[config.mk]
export PLATFORM = sky130hd
export DESIGN_NAME = msp_port
export DESIGN_NICKNAME = d
export VERILOG_FILES = /design/src/hw/msp_pkg.sv /design/src/hw/msp_pad_if.sv /design/src/hw/msp_pad_sync.sv /design/src/hw/msp_port.sv
export VERILOG_INCLUDE_DIRS = /design/src /design/src/hw
export SDC_FILE = /design/constraint.sdc
export NUM_CORES = 1
export LEC_CHECK = 0
export ABC_AREA = 0
export ABC_CLOCK_PERIOD_IN_PS = 2000
export BUFFER_PORTS_ARGS = -buffer_cell sky130_fd_sc_hd__buf_2
export CAP_MARGIN = 20
export CORE_MARGIN = 1
export CORE_UTILIZATION = 39
export CTS_BUF_LIST = sky130_fd_sc_hd__clkbuf_8
export CTS_CLUSTER_SIZE = 28
export DETAILED_ROUTE_END_ITERATION = 16
export PLACE_DENSITY = 0.62
export SETUP_SLACK_MARGIN = 0.1
export SYNTH_ARGS = -nofsm -noshare
export SYNTH_HDL_FRONTEND = slang
export SYNTH_HIERARCHICAL = 1
export SYNTH_SLANG_ARGS = --single-unit
[constraint.sdc]
create_clock -name i_ref_clk -period 2 [get_ports i_ref_clk]
set_input_delay 0 -clock i_ref_clk [delete_from_list [all_inputs] [get_ports i_ref_clk]]
set_output_delay 0 -clock i_ref_clk [all_outputs]
set_load 0.02 [all_outputs]
[src/hw/msp_cfg.svh]
`ifndef MSP_CFG_SVH
`define MSP_CFG_SVH

// Register offsets (byte addresses, one 32-bit word each).
`define MSP_OFS_PIN_LEVEL      8'h00
`define MSP_OFS_OUTPUT_LATCH   8'h04
`define MSP_OFS_DIRECTION      8'h08
`define MSP_OFS_ANALOG_LOW     8'h0C
`define MSP_OFS_ANALOG_HIGH    8'h10
`define MSP_OFS_OVERRIDE_CTL   8'h14

// Reset values.
`define MSP_RST_LATCH          8'h00
`define MSP_RST_DIRECTION      8'hFE
`define MSP_RST_ANALOG_LOW     8'hFF
`define MSP_RST_ANALOG_HIGH    8'hFF
`define MSP_RST_OVERRIDE       8'h00

// Implemented port bits: 7 down to 1.
`define MSP_PORT_MASK          8'hFE

// Analog channel carried by each pin: pin 1 ch6, 2 ch7, 3 ch8, 4 ch9,
// 5 ch10, 6 ch11, 7 ch5.
`define MSP_CH_PIN1            6
`define MSP_CH_PIN2            7
`define MSP_CH_PIN3            8
`define MSP_CH_PIN4            9
`define MSP_CH_PIN5            10
`define MSP_CH_PIN6            11
`define MSP_CH_PIN7            5

// Override control register fields.
`define MSP_OVR_CMP2_PIN1      0
`define MSP_OVR_CMP1_PIN2      1
`define MSP_OVR_VREF_PIN5      2

`endif

[src/hw/msp_pkg.sv]
package msp_pkg;
    typedef logic [7:0]  msp_byte_t;
    typedef logic [15:0] msp_chan_t;
    typedef enum logic [1:0] {
        MSP_BUS_IDLE = 2'b00,
        MSP_BUS_ACK  = 2'b01
    } msp_bus_state_t;
endpackage

[src/hw/msp_pad_if.sv]
`timescale 1ns/100ps
`default_nettype none
interface msp_pad_if;
    import msp_pkg::*;
    msp_byte_t drive_val;
    msp_byte_t drive_en;
    msp_byte_t dig_in_en;
    msp_byte_t pin_sync;
    modport ctrl (output drive_val, output drive_en, output dig_in_en,
                  input pin_sync);
    modport pad  (input drive_val, input drive_en, input dig_in_en,
                  output pin_sync);
endinterface
`default_nettype wire

[src/hw/msp_pad_sync.sv]
`timescale 1ns/100ps
`default_nettype none
module msp_pad_sync
    import msp_pkg::*;
(
    // Clock and reset
    input  wire logic       i_ref_clk,
    input  wire logic       i_rst_n,
    // Raw pins
    input  wire logic [7:0] i_pin,
    // Synchronised pins
    msp_pad_if.pad          pad
);
    msp_byte_t meta_r;
    msp_byte_t sync_r;

    // Pins are asynchronous; the first stage feeds only the second.
    always_ff @(posedge i_ref_clk or negedge i_rst_n) begin
        if (!i_rst_n) begin
            meta_r <= 8'h00;
            sync_r <= 8'h00;
        end else begin
            meta_r <= i_pin;
            sync_r <= meta_r;
        end
    end

    assign pad.pin_sync = sync_r;
endmodule
`default_nettype wire

[src/hw/msp_port.sv]
// The implementer's own choices: the address map and register access over Wishbone.
`timescale 1ns/100ps
`default_nettype none
`include "msp_cfg.svh"
// How it works
// RL1: Output direction drives latch, analog ignored.
// RL2: Input direction releases driver, reads pin.
// RL3: Analog selection disables pin digital input (only for pin reads; the pin 7 and pin 1 taps still follow the pin).
// RL4: Reset selects analog on every channel.
// RL5: Enabled comparator results replace latch on output.
// RL6: Reference output kills pin 5 digital I/O.
// RL7: Pin 7 input feeds serial slave select.
// RL8: Pin 1 input feeds pulse delay input.
// RL9: Bit 0 unimplemented, always reads zero.
// RL10: Each analog-select bit controls one channel.
// RL11: Analog-configured pins read back as zero.
// RL12: Software must also turn comparators off.
// RL13: Pin writes load latch; latch reads latch.
module msp_port
    import msp_pkg::*;
(
    // Clock and reset
    input  wire logic        i_ref_clk,
    input  wire logic        i_rst_n,
    // Wishbone slave
    input  wire logic        i_wb_cyc,
    input  wire logic        i_wb_stb,
    input  wire logic        i_wb_we,
    input  wire logic [7:0]  i_wb_adr,
    input  wire logic [3:0]  i_wb_sel,
    input  wire logic [31:0] i_wb_dat,
    output logic [31:0]      o_wb_dat,
    output logic             o_wb_ack,
    output logic             o_wb_err,
    // Port pins
    input  wire logic [7:0]  i_pin,
    output logic [7:0]       o_pin,
    output logic [7:0]       o_pin_oe,
    // Comparator results
    input  wire logic        i_comparator_one_result,
    input  wire logic        i_comparator_two_result,
    // Peripheral inputs routed from the port
    output logic             o_serial_slave_select_in,
    output logic             o_pulse_delay_in,
    // Analog side
    output logic [15:0]      o_analog_select,
    output logic             o_comparator_reference_out
);
    msp_pad_if pad_bus ();

    msp_pad_sync u_sync (
        .i_ref_clk (i_ref_clk),
        .i_rst_n   (i_rst_n),
        .i_pin     (i_pin),
        .pad       (pad_bus)
    );

    msp_byte_t      latch_r;
    msp_byte_t      dir_r;
    msp_byte_t      an_low_r;
    msp_byte_t      an_high_r;
    msp_byte_t      ovr_r;
    msp_bus_state_t bus_r;
    msp_chan_t      an_sel;
    msp_byte_t      pin_an;
    msp_byte_t      drv_val;
    msp_byte_t      drv_en;
    msp_byte_t      din_en;
    msp_byte_t      pin_read;
    msp_byte_t      wr_byte;
    logic [31:0]    rd_nxt;
    logic           req;
    logic           take;
    logic           hit;

    // Gathers the analog-select bit that belongs to each pin.
    function automatic msp_byte_t pin_analog(input msp_chan_t sel);
        msp_byte_t p;
        p    = 8'h00;
        p[1] = sel[`MSP_CH_PIN1];
        p[2] = sel[`MSP_CH_PIN2];
        p[3] = sel[`MSP_CH_PIN3];
        p[4] = sel[`MSP_CH_PIN4];
        p[5] = sel[`MSP_CH_PIN5];
        p[6] = sel[`MSP_CH_PIN6];
        p[7] = sel[`MSP_CH_PIN7];
        return p;
    endfunction

    // Returns 1 when the address maps to a register.
    function automatic logic addr_hit(input logic [7:0] a);
        if (a == `MSP_OFS_PIN_LEVEL) begin
            return 1'b1;
        end else if (a == `MSP_OFS_OUTPUT_LATCH) begin
            return 1'b1;
        end else if (a == `MSP_OFS_DIRECTION) begin
            return 1'b1;
        end else if (a == `MSP_OFS_ANALOG_LOW) begin
            return 1'b1;
        end else if (a == `MSP_OFS_ANALOG_HIGH) begin
            return 1'b1;
        end else if (a == `MSP_OFS_OVERRIDE_CTL) begin
            return 1'b1;
        end else begin
            return 1'b0;
        end
    endfunction

    // One analog-select bit per channel.
    assign an_sel  = {an_high_r, an_low_r}; // RL10
    assign pin_an  = pin_analog(an_sel);
    assign wr_byte = i_wb_dat[7:0];

    // Only byte lane 0 carries data; the upper lanes read as zero.
    assign req  = i_wb_cyc && i_wb_stb && (bus_r == MSP_BUS_IDLE);
    assign hit  = addr_hit(i_wb_adr);
    assign take = req && hit && i_wb_sel[0];

    // Pin drivers and input enables.
    always_comb begin
        drv_val = latch_r; // RL1
        drv_en  = ~dir_r & `MSP_PORT_MASK; // RL1 RL2
        din_en  = dir_r & ~pin_an & `MSP_PORT_MASK; // RL2 RL3
        // Comparator results take priority over the latch when driving.
        if (ovr_r[`MSP_OVR_CMP2_PIN1]) begin
            drv_val[1] = i_comparator_two_result; // RL5
        end
        if (ovr_r[`MSP_OVR_CMP1_PIN2]) begin
            drv_val[2] = i_comparator_one_result; // RL5
        end
        // The reference output owns pin 5 whatever its direction is.
        if (ovr_r[`MSP_OVR_VREF_PIN5]) begin
            drv_en[5] = 1'b0; // RL6
            din_en[5] = 1'b0; // RL6
        end
    end

    assign pad_bus.drive_val = drv_val;
    assign pad_bus.drive_en  = drv_en;
    assign pad_bus.dig_in_en = din_en;

    // A disabled input path reads zero, as does bit 0.
    assign pin_read = pad_bus.pin_sync & pad_bus.dig_in_en; // RL2 RL9 RL11

    // Output latch; a write to either port register loads it.
    always_ff @(posedge i_ref_clk or negedge i_rst_n) begin
        if (!i_rst_n) begin
            latch_r <= `MSP_RST_LATCH;
        end else if (take && i_wb_we &&
                     (i_wb_adr == `MSP_OFS_PIN_LEVEL ||
                      i_wb_adr == `MSP_OFS_OUTPUT_LATCH)) begin
            latch_r <= wr_byte & `MSP_PORT_MASK; // RL13 RL9
        end
    end

    // Direction register; bit 0 does not exist.
    always_ff @(posedge i_ref_clk or negedge i_rst_n) begin
        if (!i_rst_n) begin
            dir_r <= `MSP_RST_DIRECTION;
        end else if (take && i_wb_we &&
                     i_wb_adr == `MSP_OFS_DIRECTION) begin
            dir_r <= wr_byte & `MSP_PORT_MASK; // RL9
        end
    end

    // Analog select comes up all analog after reset.
    always_ff @(posedge i_ref_clk or negedge i_rst_n) begin
        if (!i_rst_n) begin
            an_low_r  <= `MSP_RST_ANALOG_LOW; // RL4
            an_high_r <= `MSP_RST_ANALOG_HIGH; // RL4
        end else if (take && i_wb_we) begin
            if (i_wb_adr == `MSP_OFS_ANALOG_LOW) begin
                an_low_r <= wr_byte; // RL10
            end else if (i_wb_adr == `MSP_OFS_ANALOG_HIGH) begin
                an_high_r <= wr_byte; // RL10
            end
        end
    end

    // Comparator output and reference output enables. Clearing these is
    // how software turns the comparators off the pins.
    always_ff @(posedge i_ref_clk or negedge i_rst_n) begin
        if (!i_rst_n) begin
            ovr_r <= `MSP_RST_OVERRIDE;
        end else if (take && i_wb_we &&
                     i_wb_adr == `MSP_OFS_OVERRIDE_CTL) begin
            ovr_r <= wr_byte & 8'h07; // RL12
        end
    end

    // Read data mux.
    always_comb begin
        rd_nxt = 32'h0000_0000;
        if (i_wb_adr == `MSP_OFS_PIN_LEVEL) begin
            rd_nxt[7:0] = pin_read; // RL2
        end else if (i_wb_adr == `MSP_OFS_OUTPUT_LATCH) begin
            rd_nxt[7:0] = latch_r; // RL13
        end else if (i_wb_adr == `MSP_OFS_DIRECTION) begin
            rd_nxt[7:0] = dir_r; // RL9
        end else if (i_wb_adr == `MSP_OFS_ANALOG_LOW) begin
            rd_nxt[7:0] = an_low_r;
        end else if (i_wb_adr == `MSP_OFS_ANALOG_HIGH) begin
            rd_nxt[7:0] = an_high_r;
        end else if (i_wb_adr == `MSP_OFS_OVERRIDE_CTL) begin
            rd_nxt[7:0] = ovr_r;
        end
    end

    // Single-cycle Wishbone answer; ack or err one cycle after the
    // request, then one idle cycle so a held strobe is not taken twice.
    always_ff @(posedge i_ref_clk or negedge i_rst_n) begin
        if (!i_rst_n) begin
            bus_r    <= MSP_BUS_IDLE;
            o_wb_ack <= 1'b0;
            o_wb_err <= 1'b0;
            o_wb_dat <= 32'h0000_0000;
        end else begin
            o_wb_ack <= 1'b0;
            o_wb_err <= 1'b0;
            case (bus_r)
                MSP_BUS_IDLE: begin
                    if (req) begin
                        bus_r <= MSP_BUS_ACK;
                        if (hit) begin
                            o_wb_ack <= 1'b1;
                            o_wb_dat <= i_wb_we ? 32'h0000_0000 : rd_nxt;
                        end else begin
                            o_wb_err <= 1'b1;
                            o_wb_dat <= 32'h0000_0000;
                        end
                    end
                end
                default: begin
                    bus_r <= MSP_BUS_IDLE;
                end
            endcase
        end
    end

    // Registered pin outputs.
    always_ff @(posedge i_ref_clk or negedge i_rst_n) begin
        if (!i_rst_n) begin
            o_pin    <= 8'h00;
            o_pin_oe <= 8'h00;
        end else begin
            o_pin    <= pad_bus.drive_val & pad_bus.drive_en;
            o_pin_oe <= pad_bus.drive_en; // RL1 RL2 RL6
        end
    end

    // Peripheral taps: only while the pin is an input. Pin 7 slave select
    // is active low, so it idles high when not routed.
    always_ff @(posedge i_ref_clk or negedge i_rst_n) begin
        if (!i_rst_n) begin
            o_serial_slave_select_in <= 1'b1;
            o_pulse_delay_in         <= 1'b0;
        end else begin
            o_serial_slave_select_in <= dir_r[7] ?
                                        pad_bus.pin_sync[7] : 1'b1; // RL7
            o_pulse_delay_in         <= dir_r[1] &
                                        pad_bus.pin_sync[1]; // RL8
        end
    end

    // Analog controls to the converter and reference.
    always_ff @(posedge i_ref_clk or negedge i_rst_n) begin
        if (!i_rst_n) begin
            o_analog_select            <= 16'hFFFF; // RL4
            o_comparator_reference_out <= 1'b0;
        end else begin
            o_analog_select            <= an_sel;
            o_comparator_reference_out <= ovr_r[`MSP_OVR_VREF_PIN5]; // RL6
        end
    end
endmodule
`default_nettype wire

==> results.txt <==
status: finished clean
Num Clock Sinks: 91
wire length on met2: 3850 µm
area taken by multi-input logic gates: 1370 µm²
drt drc: 0
final setup vio count: 0
WP data required: 2.25 ns
Mapped Cells: 300
PD cells: 688 nW/µm²
DRT met1 WL: 3860 µm
Area growth syn-to-layout: 21.9%
Clock Latency Late Sink: 0.35 ns
Finished Layout Cells: 540
placed cells: 506
pin count of the biggest net entering global routing: 48
Clock power frac: 0.343
Psw: 0.783 mW
Hold WC Path Type: primary input to flop
yosys warns: 6
Die Wd: 102 µm
initial antenna violation count: 0
WL per Instance: 15.3 µm
overall global routing resource usage: 0.174
most frequent cells in the layout: buf_2 (72), dfrtp_1 (51), dfstp_2 (40)
die height: 102 µm
R2R setup slack: 0.25 ns
CTS max path bufs: 2
drt pass-1 iters: 4
Die ar.: 10300 µm²
mapped cell area: 3880 µm²
Tmin final: 1.75 ns
n_diodes: 0
Leakage: 2.20 nW
RSZ-0062 raised after global routing: no
top sig layer: met4
Setup Fix Bufs, Post-CTS: 0
Starting Density: 0.400
Mapped Avg Cell Area: 12.9 µm²
hold endpoint: bus_r[0]$_DFFE_PN0P_
I/O pins: 128
PortBufs: 73
Max-Cap Viols: 0
fin area: 4730 µm²
worst path arrival time: 2.00 ns
Slew HR: 0.606
Tcrit/Tclk final: 0.877
CP startpoint kind: flop
Placed Area: 4360 µm²
Final Max Slew Viols: 0
CTS tree: done
Hold Vio Cnt, Final: 0
DRT Wirelength: 8250 µm
Nets: 461
CTS clk-pin slew, worst paths: 0.09 ns
GRT overflow: 0
hold depth: 3
Reg2Reg Launch Point: bus_r[0]$_DFFE_PN0P_
dpl hpwl: 5790 µm
Gate power share: 0.078
GPL Wtd Cong: 0.811
worst vdd ir: 0.000312 V
Clock Skew: 0.0120 ns
Routed Antenna Nets: 0
Layout fillers: 904
number of global-route vias before repair: 2487
Reg power frac: 0.579
CORE AREA: 9680 µm²
most common cell after layout, fill and taps aside: buf_2
CP Max Fanout: 5
via count: 2595
Internal: 2.47 mW
first-pass GRT wire length: 13100 µm
cells on worst reg2reg path: 5
CP Capture Type: flop
worst-margin pin slew: 0.590 ns
Sw Share: 0.241
H-tree Lvls: 3
Crit Path Class: flop to flop
layout cells sized above 1: 0.447
TNS Setup: 0 ns
clk root buf: clkbuf_8
met3 wire len: 440 µm
FF/Latch Area: 2330 µm²
worst reg2reg path endpoint: ovr_r[1]$_DFFE_PN0P_
min-delay src: i_wb_stb
Initial DRC Count: 122
Vias/cell: 4.81
FMAX: 0.570 GHz
Num CTS Buffers: 9
row count: 36
==> timing repair <==
item | CTS | global route
endpoints found under the hold margin | 70 | 0
resized for setup | 0 | 1
endpoints found under the setup margin | 0 | 3
hold buffers | 18 | 0
==> routing by layer <==
metal | vias up | GRT usage
met3 | 8 | 0.0490
met2 | 88 | 0.270
met1 | 1275 | 0.236
met4 | 0 | 0.0524
met5 | - | 0
li1 | 1224 | -
==> stage by stage <==
stage               hold slack (ns)  setup slack (ns)   util  power [mW]
floorplan                    -0.296             0.334      -        2.07
global placement             0.0340             0.206  0.450        2.14
detailed placement           0.0505             0.158  0.450        2.14
CTS                         0.00567             0.164  0.487        3.29
global route                 0.0380             0.124  0.488        3.40
finish                       0.0249             0.246  0.488        3.25
==> worst max path at each step <==
stage                                    start                     end  slack (ns)
after floorplan           bus_r[0]$_DFFE_PN0P_    ovr_r[0]$_DFFE_PN0P_        0.33
after global placement             i_wb_adr[7]  latch_r[6]$_DFFE_PN0P_        0.21
after CTS                 bus_r[0]$_DFFE_PN0P_    ovr_r[1]$_DFFE_PN0P_        0.16
after detailed placement           i_wb_adr[7]  latch_r[4]$_DFFE_PN0P_        0.16
after global routing      bus_r[0]$_DFFE_PN0P_    ovr_r[2]$_DFFE_PN0P_        0.12
final                     bus_r[0]$_DFFE_PN0P_    ovr_r[1]$_DFFE_PN0P_        0.25
==> power groups by stage <==
| stage | Clock (mW) | Combinational, mW | Sequential [mW] |
|---|---|---|---|
| 2_1_floorplan | 0 | 0.153 | 1.92 |
| 4_1_cts | 1.16 | 0.255 | 1.88 |
| 5_1_grt | 1.23 | 0.286 | 1.88 |
| 3_3_place_gp | 0 | 0.225 | 1.91 |
| 3_5_place_dp | 0 | 0.228 | 1.91 |
| 6_report | 1.11 | 0.255 | 1.88 |
==> registers in the layout, summed over array words and instances (netlist names), 8 cells and up <==
signal and cells:
o_analog_select 16, an_high_r 8, o_wb_dat 8, an_low_r 8
==> critical path: stages, from the launching register on <==
cell	delay, ns
dfrtp_1	0.36
nand3b_1	0.19
inv_1	0.15
nand3_1	0.22
nor4b_4	0.35
mux2_2	0.37
==> layout make-up <==
class / count / area share
clock inverters: 5 / 0.00609
flip-flops and latches: 91 / 0.492
well taps: 133 / 0.0352
repair buffers: 102 / 0.136
inverters: 10 / 0.00794
multi-input cells: 188 / 0.290
clock buffers: 11 / 0.0320
No activity file was read; power rests on OpenSTA's default activity.
